File: src/logic/fcw_pkg.sv
// Package with constants and types of the fieldbus communication watchdog
package fcw_pkg;

  // ------------------------------------------------------------------
  // Register addresses
  // ------------------------------------------------------------------
  localparam logic [15:0] FCW_ADDR_CMD     = 16'hfa00;
  localparam logic [15:0] FCW_ADDR_TIMEOUT = 16'hfa01;
  localparam logic [15:0] FCW_ADDR_STATE   = 16'hfa02;
  localparam logic [15:0] FCW_ADDR_CONFIG  = 16'hfa03;

  // ------------------------------------------------------------------
  // Commands
  // ------------------------------------------------------------------
  localparam logic [15:0] FCW_CMD_ARM   = 16'h5555;
  localparam logic [15:0] FCW_CMD_HALT  = 16'h55aa;
  localparam logic [15:0] FCW_CMD_CLEAR = 16'haaaa;

  // ------------------------------------------------------------------
  // State codes as read back
  // ------------------------------------------------------------------
  localparam logic [15:0] FCW_CODE_NO_TIMEOUT = 16'hffff;
  localparam logic [15:0] FCW_CODE_IDLE       = 16'h0000;
  localparam logic [15:0] FCW_CODE_COUNTING   = 16'h0001;
  localparam logic [15:0] FCW_CODE_TIMED_OUT  = 16'h0002;

  // ------------------------------------------------------------------
  // Exception codes, zero means a normal answer
  // ------------------------------------------------------------------
  localparam logic [7:0] FCW_EXC_NONE      = 8'h00;
  localparam logic [7:0] FCW_EXC_ILL_FUNC  = 8'h01;
  localparam logic [7:0] FCW_EXC_ILL_VALUE = 8'h03;

  // ------------------------------------------------------------------
  // Configuration field positions and reset values
  // ------------------------------------------------------------------
  localparam int          FCW_CFG_EXPLICIT_BIT = 0;
  localparam int          FCW_CFG_STATUS_BIT   = 1;
  localparam int          FCW_CFG_DROP_BIT     = 2;
  localparam int          FCW_CFG_AUTO_BIT     = 7;
  localparam logic [15:0] FCW_CFG_MASK         = 16'h0087;
  localparam logic [15:0] FCW_CFG_RESET        = 16'h0004;
  localparam logic [15:0] FCW_TIMEOUT_RESET    = 16'h0000;

  // ------------------------------------------------------------------
  // Timing
  // ------------------------------------------------------------------
  localparam int FCW_CLK_HZ     = 40_000_000;
  localparam int FCW_TICK_US    = 1000;
  localparam int FCW_TICK_CYCLES = FCW_CLK_HZ / 1_000_000 * FCW_TICK_US;

  typedef enum logic [1:0] {
    FCW_NO_TIMEOUT,
    FCW_IDLE,
    FCW_COUNTING,
    FCW_TIMED_OUT
  } fcw_state_t;

endpackage

File: src/logic/fcw_watchdog.sv
// Fieldbus communication watchdog: state machine, registers, millisecond tick
`timescale 1ns/1ps
`default_nettype none

module fcw_watchdog
  import fcw_pkg::*;
#(
  parameter int TICK_CYCLES = FCW_TICK_CYCLES
) (
  input  wire logic        clk,
  input  wire logic        rst_n,
  input  wire logic        req_valid,
  input  wire logic        req_write,
  input  wire logic        req_local,
  input  wire logic [15:0] req_addr,
  input  wire logic [15:0] req_wdata,
  output logic             rsp_valid,
  output logic             rsp_ack,
  output logic [15:0]      rsp_rdata,
  output logic [7:0]       rsp_exc,
  output logic             timeout_pulse,
  output logic             drop_connections,
  output logic             timed_out
);

  // ------------------------------------------------------------------
  // Parameter check
  // ------------------------------------------------------------------
  if (TICK_CYCLES < 1 || TICK_CYCLES > 1_000_000) begin : g_bad_tick
    $error("TICK_CYCLES out of range");
  end

  // ------------------------------------------------------------------
  // Millisecond tick divider
  // ------------------------------------------------------------------
  logic [19:0] div_reg;
  logic [19:0] div_next;
  logic        tick_reg;
  logic        tick_next;

  // Free-running divider, one-cycle enable each millisecond
  // Its phase ignores triggers, so an interval may run up to one tick short
  always_comb begin
    if (div_reg == 20'(TICK_CYCLES - 1)) begin
      div_next  = 20'h00000;
      tick_next = 1'b1;
    end else begin
      div_next  = div_reg + 20'h00001;
      tick_next = 1'b0;
    end
  end

  always_ff @(posedge clk or negedge rst_n) begin
    if (!rst_n) begin
      div_reg  <= 20'h00000;
      tick_reg <= 1'b0;
    end else begin
      div_reg  <= div_next;
      tick_reg <= tick_next;
    end
  end

  // ------------------------------------------------------------------
  // Watchdog state and registers
  // ------------------------------------------------------------------
  fcw_state_t  state_reg;
  fcw_state_t  state_next;
  logic [15:0] timeout_reg;
  logic [15:0] timeout_next;
  logic [15:0] cfg_reg;
  logic [15:0] cfg_next;
  logic [15:0] count_reg;
  logic [15:0] count_next;
  logic        rsp_valid_next;
  logic        rsp_ack_next;
  logic [15:0] rsp_rdata_next;
  logic [7:0]  rsp_exc_next;
  logic        pulse_next;

  // ------------------------------------------------------------------
  // Request decode
  // ------------------------------------------------------------------
  logic        auto_mode;
  logic        explicit_trig;
  logic        status_trig;
  logic        is_cmd_wr;
  logic        is_arm_wr;
  logic        is_state_rd;
  logic        tmo_locked;
  logic        cfg_locked;
  logic        trigger;
  logic [15:0] state_code;

  // Configuration fields but drop, decoded once for every consumer
  assign auto_mode     = cfg_reg[FCW_CFG_AUTO_BIT];
  assign explicit_trig = cfg_reg[FCW_CFG_EXPLICIT_BIT];
  assign status_trig   = cfg_reg[FCW_CFG_STATUS_BIT];

  // Request strobes, all gated by req_valid so idle bus values never act
  assign is_cmd_wr     = req_valid && req_write && req_addr == FCW_ADDR_CMD;
  assign is_arm_wr     = is_cmd_wr && req_wdata == FCW_CMD_ARM;
  assign is_state_rd   = req_valid && !req_write && req_addr == FCW_ADDR_STATE;

  // A live count keeps its timeout, so no write can shorten a running interval
  assign tmo_locked    = state_reg == FCW_COUNTING || state_reg == FCW_TIMED_OUT;
  // Auto mode keeps the configuration open, since leaving it is the only way to stop
  assign cfg_locked    = !auto_mode && tmo_locked;

  // Read-back code of the state; the enum encoding itself stays free
  always_comb begin
    unique case (state_reg)
      FCW_NO_TIMEOUT: state_code = FCW_CODE_NO_TIMEOUT;
      FCW_IDLE:       state_code = FCW_CODE_IDLE;
      FCW_COUNTING:   state_code = FCW_CODE_COUNTING;
      FCW_TIMED_OUT:  state_code = FCW_CODE_TIMED_OUT;
    endcase
  end

  // ------------------------------------------------------------------
  // Trigger qualification
  // ------------------------------------------------------------------
  // req_local marks a valid request that another service answered
  always_comb begin
    if (explicit_trig) begin
      trigger = is_arm_wr;
    end else if (is_state_rd) begin
      trigger = status_trig;
    end else begin
      trigger = req_valid || req_local;
    end
    if (is_state_rd && status_trig) begin
      trigger = 1'b1;
    end
  end

  // ------------------------------------------------------------------
  // State machine, register writes and answers
  // ------------------------------------------------------------------
  // Later assignments win: request handling overrides countdown and trigger
  always_comb begin
    state_next     = state_reg;
    timeout_next   = timeout_reg;
    cfg_next       = cfg_reg;
    count_next     = count_reg;
    rsp_valid_next = req_valid;
    rsp_ack_next   = req_valid;
    rsp_rdata_next = 16'h0000;
    rsp_exc_next   = FCW_EXC_NONE;
    pulse_next     = 1'b0;

    // Countdown on each tick
    if (state_reg == FCW_COUNTING && tick_reg) begin
      if (count_reg <= 16'h0001) begin
        count_next = 16'h0000;
        state_next = FCW_TIMED_OUT;
        pulse_next = 1'b1;
      end else begin
        count_next = count_reg - 16'h0001;
      end
    end

    // Any qualifying trigger restarts the count; auto mode also revives expiry
    if (trigger) begin
      if (state_reg == FCW_COUNTING) begin
        state_next = FCW_COUNTING;
        count_next = timeout_reg;
        pulse_next = 1'b0;
      end else if (state_reg == FCW_TIMED_OUT && auto_mode) begin
        state_next = FCW_COUNTING;
        count_next = timeout_reg;
      end
    end

    if (req_valid && req_write) begin
      unique case (req_addr)
        FCW_ADDR_CMD: begin
          unique case (req_wdata)
            FCW_CMD_ARM: begin
              if (state_reg == FCW_NO_TIMEOUT ||
                  (state_reg == FCW_TIMED_OUT && !auto_mode)) begin
                rsp_exc_next = FCW_EXC_ILL_VALUE;
              end else begin
                state_next = FCW_COUNTING;
                count_next = timeout_reg;
                pulse_next = 1'b0;
              end
            end
            FCW_CMD_HALT: begin
              if (state_reg == FCW_NO_TIMEOUT || auto_mode ||
                  state_reg == FCW_TIMED_OUT) begin
                rsp_exc_next = FCW_EXC_ILL_VALUE;
              end else if (state_reg == FCW_IDLE) begin
                rsp_ack_next = 1'b0;
              end else begin
                state_next = FCW_IDLE;
                pulse_next = 1'b0;
              end
            end
            FCW_CMD_CLEAR: begin
              if (state_reg == FCW_TIMED_OUT && !auto_mode) begin
                state_next = FCW_IDLE;
              end else begin
                rsp_exc_next = FCW_EXC_ILL_VALUE;
              end
            end
            default: begin
              rsp_exc_next = FCW_EXC_ILL_VALUE;
            end
          endcase
        end
        FCW_ADDR_TIMEOUT: begin
          if (tmo_locked) begin
            rsp_exc_next = FCW_EXC_ILL_FUNC;
          end else begin
            timeout_next = req_wdata;
            if (req_wdata == 16'h0000) begin
              state_next = FCW_NO_TIMEOUT;
            end else if (auto_mode) begin
              state_next = FCW_COUNTING;
              count_next = req_wdata;
            end else begin
              state_next = FCW_IDLE;
            end
          end
        end
        FCW_ADDR_CONFIG: begin
          if (cfg_locked) begin
            rsp_exc_next = FCW_EXC_ILL_FUNC;
          end else begin
            cfg_next = req_wdata & FCW_CFG_MASK;
            if (req_wdata[FCW_CFG_AUTO_BIT] && timeout_reg != 16'h0000 &&
                state_reg == FCW_IDLE) begin
              state_next = FCW_COUNTING;
              count_next = timeout_reg;
            end else if (!req_wdata[FCW_CFG_AUTO_BIT] && auto_mode &&
                         timeout_reg != 16'h0000) begin
              state_next = FCW_IDLE;
              pulse_next = 1'b0;
            end
          end
        end
        default: begin
          rsp_exc_next = FCW_EXC_ILL_FUNC;        // state register is read-only
        end
      endcase
    end else if (req_valid) begin
      // Reads write no register but can still trigger; the command port answers like an unknown address
      unique case (req_addr)
        FCW_ADDR_TIMEOUT: rsp_rdata_next = timeout_reg;
        FCW_ADDR_CONFIG:  rsp_rdata_next = cfg_reg;
        FCW_ADDR_STATE:   rsp_rdata_next = state_code;
        default: begin
          rsp_exc_next = FCW_EXC_ILL_FUNC;        // command port not readable
        end
      endcase
    end
  end

  // State, timeout, configuration and live count
  always_ff @(posedge clk or negedge rst_n) begin
    if (!rst_n) begin
      state_reg   <= FCW_NO_TIMEOUT;
      timeout_reg <= FCW_TIMEOUT_RESET;
      cfg_reg     <= FCW_CFG_RESET;
      count_reg   <= 16'h0000;
    end else begin
      state_reg   <= state_next;
      timeout_reg <= timeout_next;
      cfg_reg     <= cfg_next;
      count_reg   <= count_next;
    end
  end

  // ------------------------------------------------------------------
  // Answer to the master
  // ------------------------------------------------------------------
  // Fixed one-cycle latency, so the master needs no ready handshake
  always_ff @(posedge clk or negedge rst_n) begin
    if (!rst_n) begin
      rsp_valid <= 1'b0;
      rsp_ack   <= 1'b0;
      rsp_rdata <= 16'h0000;
      rsp_exc   <= FCW_EXC_NONE;
    end else begin
      rsp_valid <= rsp_valid_next;
      rsp_ack   <= rsp_ack_next;
      rsp_rdata <= rsp_rdata_next;
      rsp_exc   <= rsp_exc_next;
    end
  end

  // ------------------------------------------------------------------
  // Expiry outputs
  // ------------------------------------------------------------------
  logic drop_next;
  logic timed_out_next;

  // Drop leaves with the pulse, gated by the bit as it stood before expiry
  always_comb begin
    drop_next      = pulse_next && cfg_reg[FCW_CFG_DROP_BIT];
    timed_out_next = state_next == FCW_TIMED_OUT;
  end

  // Registered so that every expiry output comes straight from a flip-flop
  always_ff @(posedge clk or negedge rst_n) begin
    if (!rst_n) begin
      timeout_pulse    <= 1'b0;
      drop_connections <= 1'b0;
      timed_out        <= 1'b0;
    end else begin
      timeout_pulse    <= pulse_next;
      drop_connections <= drop_next;
      timed_out        <= timed_out_next;
    end
  end

endmodule

`default_nettype wire

File: config.mk
export PLATFORM = sky130hd
export DESIGN_NAME = fcw_watchdog
export DESIGN_NICKNAME = d
export VERILOG_FILES = /design/src/logic/fcw_pkg.sv /design/src/logic/fcw_watchdog.sv
export SDC_FILE = /design/constraint.sdc
export NUM_CORES = 1
export LEC_CHECK = 0
export BUFFER_PORTS_ARGS = -buffer_cell sky130_fd_sc_hd__buf_4
export CAP_MARGIN = 20
export CELL_PAD_IN_SITES_DETAIL_PLACEMENT = 0
export CELL_PAD_IN_SITES_GLOBAL_PLACEMENT = 1
export CORE_MARGIN = 3
export CORE_UTILIZATION = 46
export CTS_BUF_LIST = sky130_fd_sc_hd__clkbuf_8
export CTS_CLUSTER_DIAMETER = 40
export CTS_CLUSTER_SIZE = 28
export DETAILED_ROUTE_END_ITERATION = 8
export PLACE_DENSITY_LB_ADDON = 0.1
export SLEW_MARGIN = 10
export SYNTH_ARGS = -nofsm -noshare
export SYNTH_HDL_FRONTEND = slang
export SYNTH_SLANG_ARGS = --single-unit
File: constraint.sdc
create_clock -name clk -period 2.58 [get_ports clk]
set_input_delay 0.129 -clock clk [delete_from_list [all_inputs] [get_ports clk]]
set_output_delay 0.129 -clock clk [all_outputs]
set_load 0.05 [all_outputs]
==> flow_summary.json <==
{
  "drt_iter0_markers": 172,
  "place_congestion": 1.02,
  "core_area_mm2": 0.00893,
  "criticalPathCategory": "reg -> reg",
  "fin_skew_ps": 7.54,
  "path_clk_slew_ps": 80,
  "cp-start-kind": "flop",
  "start_util_pct": 48.4,
  "finalWorstSetupSlack_ps": 102,
  "synth_area_leaders": "dfrtp_1 47%, mux2_2 5.5%, xnor2_1 3.6%",
  "die_h_um": 103,
  "synthArstFlopShare_pct": 100,
  "period_minus_slack_ps": 2480,
  "ant_nets": 0,
  "top_usage_layer": "met2",
  "dieArea_mm2": 0.0106,
  "cts.sinks": 82,
  "grt_max_degree": 45,
  "portBuffers": 59,
  "place_inst": 603,
  "fin_crit_sh_pct": 96.0,
  "cp-end-kind": "flop",
  "ir_drop_mv": 0.242,
  "antenna_cells": 0,
  "routed_via_density": 5.71,
  "pre_cts_ws_ps": -52.1,
  "dpl.hpwl_um": 8520,
  "crit_buf_inv": 3,
  "worstPathArrival_ps": 2700,
  "ios": 66,
  "cellPowerDensity_mw_per_mm2": 448,
  "tightest_slew_ps": 608,
  "vias": 3549,
  "slew_headroom_pct": 59.1,
  "status": "finished clean",
  "regToRegSetupSlack_ps": 100,
  "ys.flop_type": "dfrtp_1",
  "ys_top_cells_by_count": "81 x dfrtp_1, 38 x nand2_1, 35 x nor2_1, 21 x mux2_2, 20 x a21oi_1",
  "ys_ff_latch": 82,
  "slowest_delay_ps": 440,
  "finalMaxSlewViolations": 0,
  "synth_area_mm2": 0.00432,
  "drtPass1Iterations": 4,
  "synth_edf_count": 0,
  "max_freq_mhz": 404,
  "worstSkewPairLatency_ps": 350,
  "synth.distinct_cells": 64,
  "root_buffer": "clkbuf_8",
  "synth_top_area_share_pct": 46.9,
  "wirelength_um": 11200,
  "antenna_found_initial": 0,
  "largest_reg_flops": 20,
  "cts_max_level": 3,
  "drv_cap": 0,
  "power_leakage_nw": 2.23,
  "yosys.area.top_type": "dfrtp_1",
  "ys_seq_area_share_pct": 47.5,
  "drive_gt1_share_pct": 25.5,
  "worst-path-max-fanout": 15,
  "crit_chain": "inv_1 -> ha_1 -> nor2_1 -> buf_4 -> o211a_1 -> a21oi_2 -> a2111oi_4 -> o32ai_4 -> buf_12 -> a22oi_1 -> o21ai_1",
  "wire_per_inst_um": 18.1,
  "post-synth-top-count-cell": "dfrtp_1",
  "synth_cells": 431,
  "total_power_mw": 2.33,
  "area_growth_pct": 20.5,
  "fin_nets": 553,
  "grtUsageTotal_pct": 22.4,
  "instances_no_fill": 621,
  "cts_buffer_depth": 2,
  "grt_use_met1_pct": 31.5,
  "cts_buffers": 9,
  "ys_warn_count": 0,
  "fillCellCount": 816,
  "critical_path_required_ps": 2800,
  "cts_tree": "done",
  "setup_viol": 0,
  "grt-ovfl-total": 0,
  "hp-class": "in -> reg",
  "grt_pass1_vias": 3519,
  "use_met3_pct": 4.19,
  "row_count": 34,
  "cpMaxStageDelayCell": "a2111oi_4",
  "grt_pass1_wl_um": 18200,
  "crit_family": "compound AO/OA/AOI/OAI gates",
  "hold_viol_final": 0,
  "syn_area_per_cell_um2": 10.0,
  "met2_usage_pct": 35.6,
  "drc_errors": 0,
  "die_w_um": 103
}
==> placed cells by master, fill, tap and decap left out, types with 2 or more instances in the layout <==
cell,n
buf_4,79
nand3_1,19
o211a_1,2
xnor2_1,18
and2_1,4
ha_1,7
nor4_1,14
nor2b_1,3
a31oi_1,2
dlygate4sd3_1,2
clkbuf_8,11
dfrtp_1,81
and4_1,3
nor3_1,18
buf_12,2
clkinv_4,3
a21oi_1,19
o22ai_1,2
o21ai_0,5
xor2_1,12
nor3b_1,3
o31a_1,2
or4_1,3
nor2_1,35
nand4_1,9
a22oi_1,16
nand2_1,38
or3_1,3
a22oi_2,2
and3_1,6
a211oi_1,3
nand2b_1,2
mux2_2,21
conb_1,6
o21ai_1,16
inv_1,10
or2_2,2
==> per-stage QoR <==
step / utilization, % / instance area [um2] / setup TNS (ps) / hold slack, ps
after floorplan: - / 4340 / 0 / -167
after global routing: 58.3 / 5210 / -6.74 / 34.3
after CTS: 58.2 / 5200 / 0 / 31.7
final: 58.3 / 5210 / 0 / 42.0
after detailed placement: 55.6 / 4970 / -113 / 140
after global placement: 55.6 / 4970 / -1.00 / 137
==> timing repair <==
action	in CTS	in global routing
pin swaps	1	1
setup endpoints to repair	4	1
resized for setup	0	3
endpoints found under the hold margin	38	0
setup buffers	1	0
hold buffers	2	0
==> final timing paths <==
check                                         endpoint                   start  cells past startpoint
setup / recovery                count_reg[0]$_DFF_PN0_  state_reg[0]$_DFF_PN0_                     11
setup reg to reg                count_reg[0]$_DFF_PN0_  state_reg[0]$_DFF_PN0_                     11
max in group asynchronous  timeout_reg[14]$_DFFE_PN0P_                   rst_n                      3
hold / removal             timeout_reg[14]$_DFFE_PN0P_           req_wdata[14]                      2
min in group asynchronous       cfg_reg[7]$_DFFE_PN0P_                   rst_n                      2
hold reg to reg                   div_reg[0]$_DFF_PN0_    div_reg[0]$_DFF_PN0_                      1
==> cell families after synthesis <==
family          synth area share [%]
xor+xnor                        6.08
compound gates                  14.1
buf+inv                         3.65
simple gates                    21.1
other cells                   0.0867
mux                             5.47
flops                           47.5
fa+ha+maj                       2.03
==> report_power, final <==
group	total (mW)	switching, mW	internal (mW)
clock network	0.884	0.479	0.406
registers	1.29	0.000862	1.29
logic	0.161	0.104	0.0575
==> layout make-up <==
class                           count  area [um2]  area share (%)
Clock inverter                      4        35.0           0.672
Multi-Input combinational cell    323        2150            41.2
Timing Repair Buffer               83         653            12.5
Inverter                           10        37.5           0.720
Tap cell                          108         135            2.59
Clock buffer                       11         151            2.91
Sequential cell                    82        2050            39.4
==> routing by layer <==
layer / vias to the layer above / routed length [um]
met5: - / 0
met4: 0 / 122
met3: 14 / 583
met2: 97 / 5380
met1: 1722 / 5140
li1: 1716 / -
(Power assumes the default switching activity.)
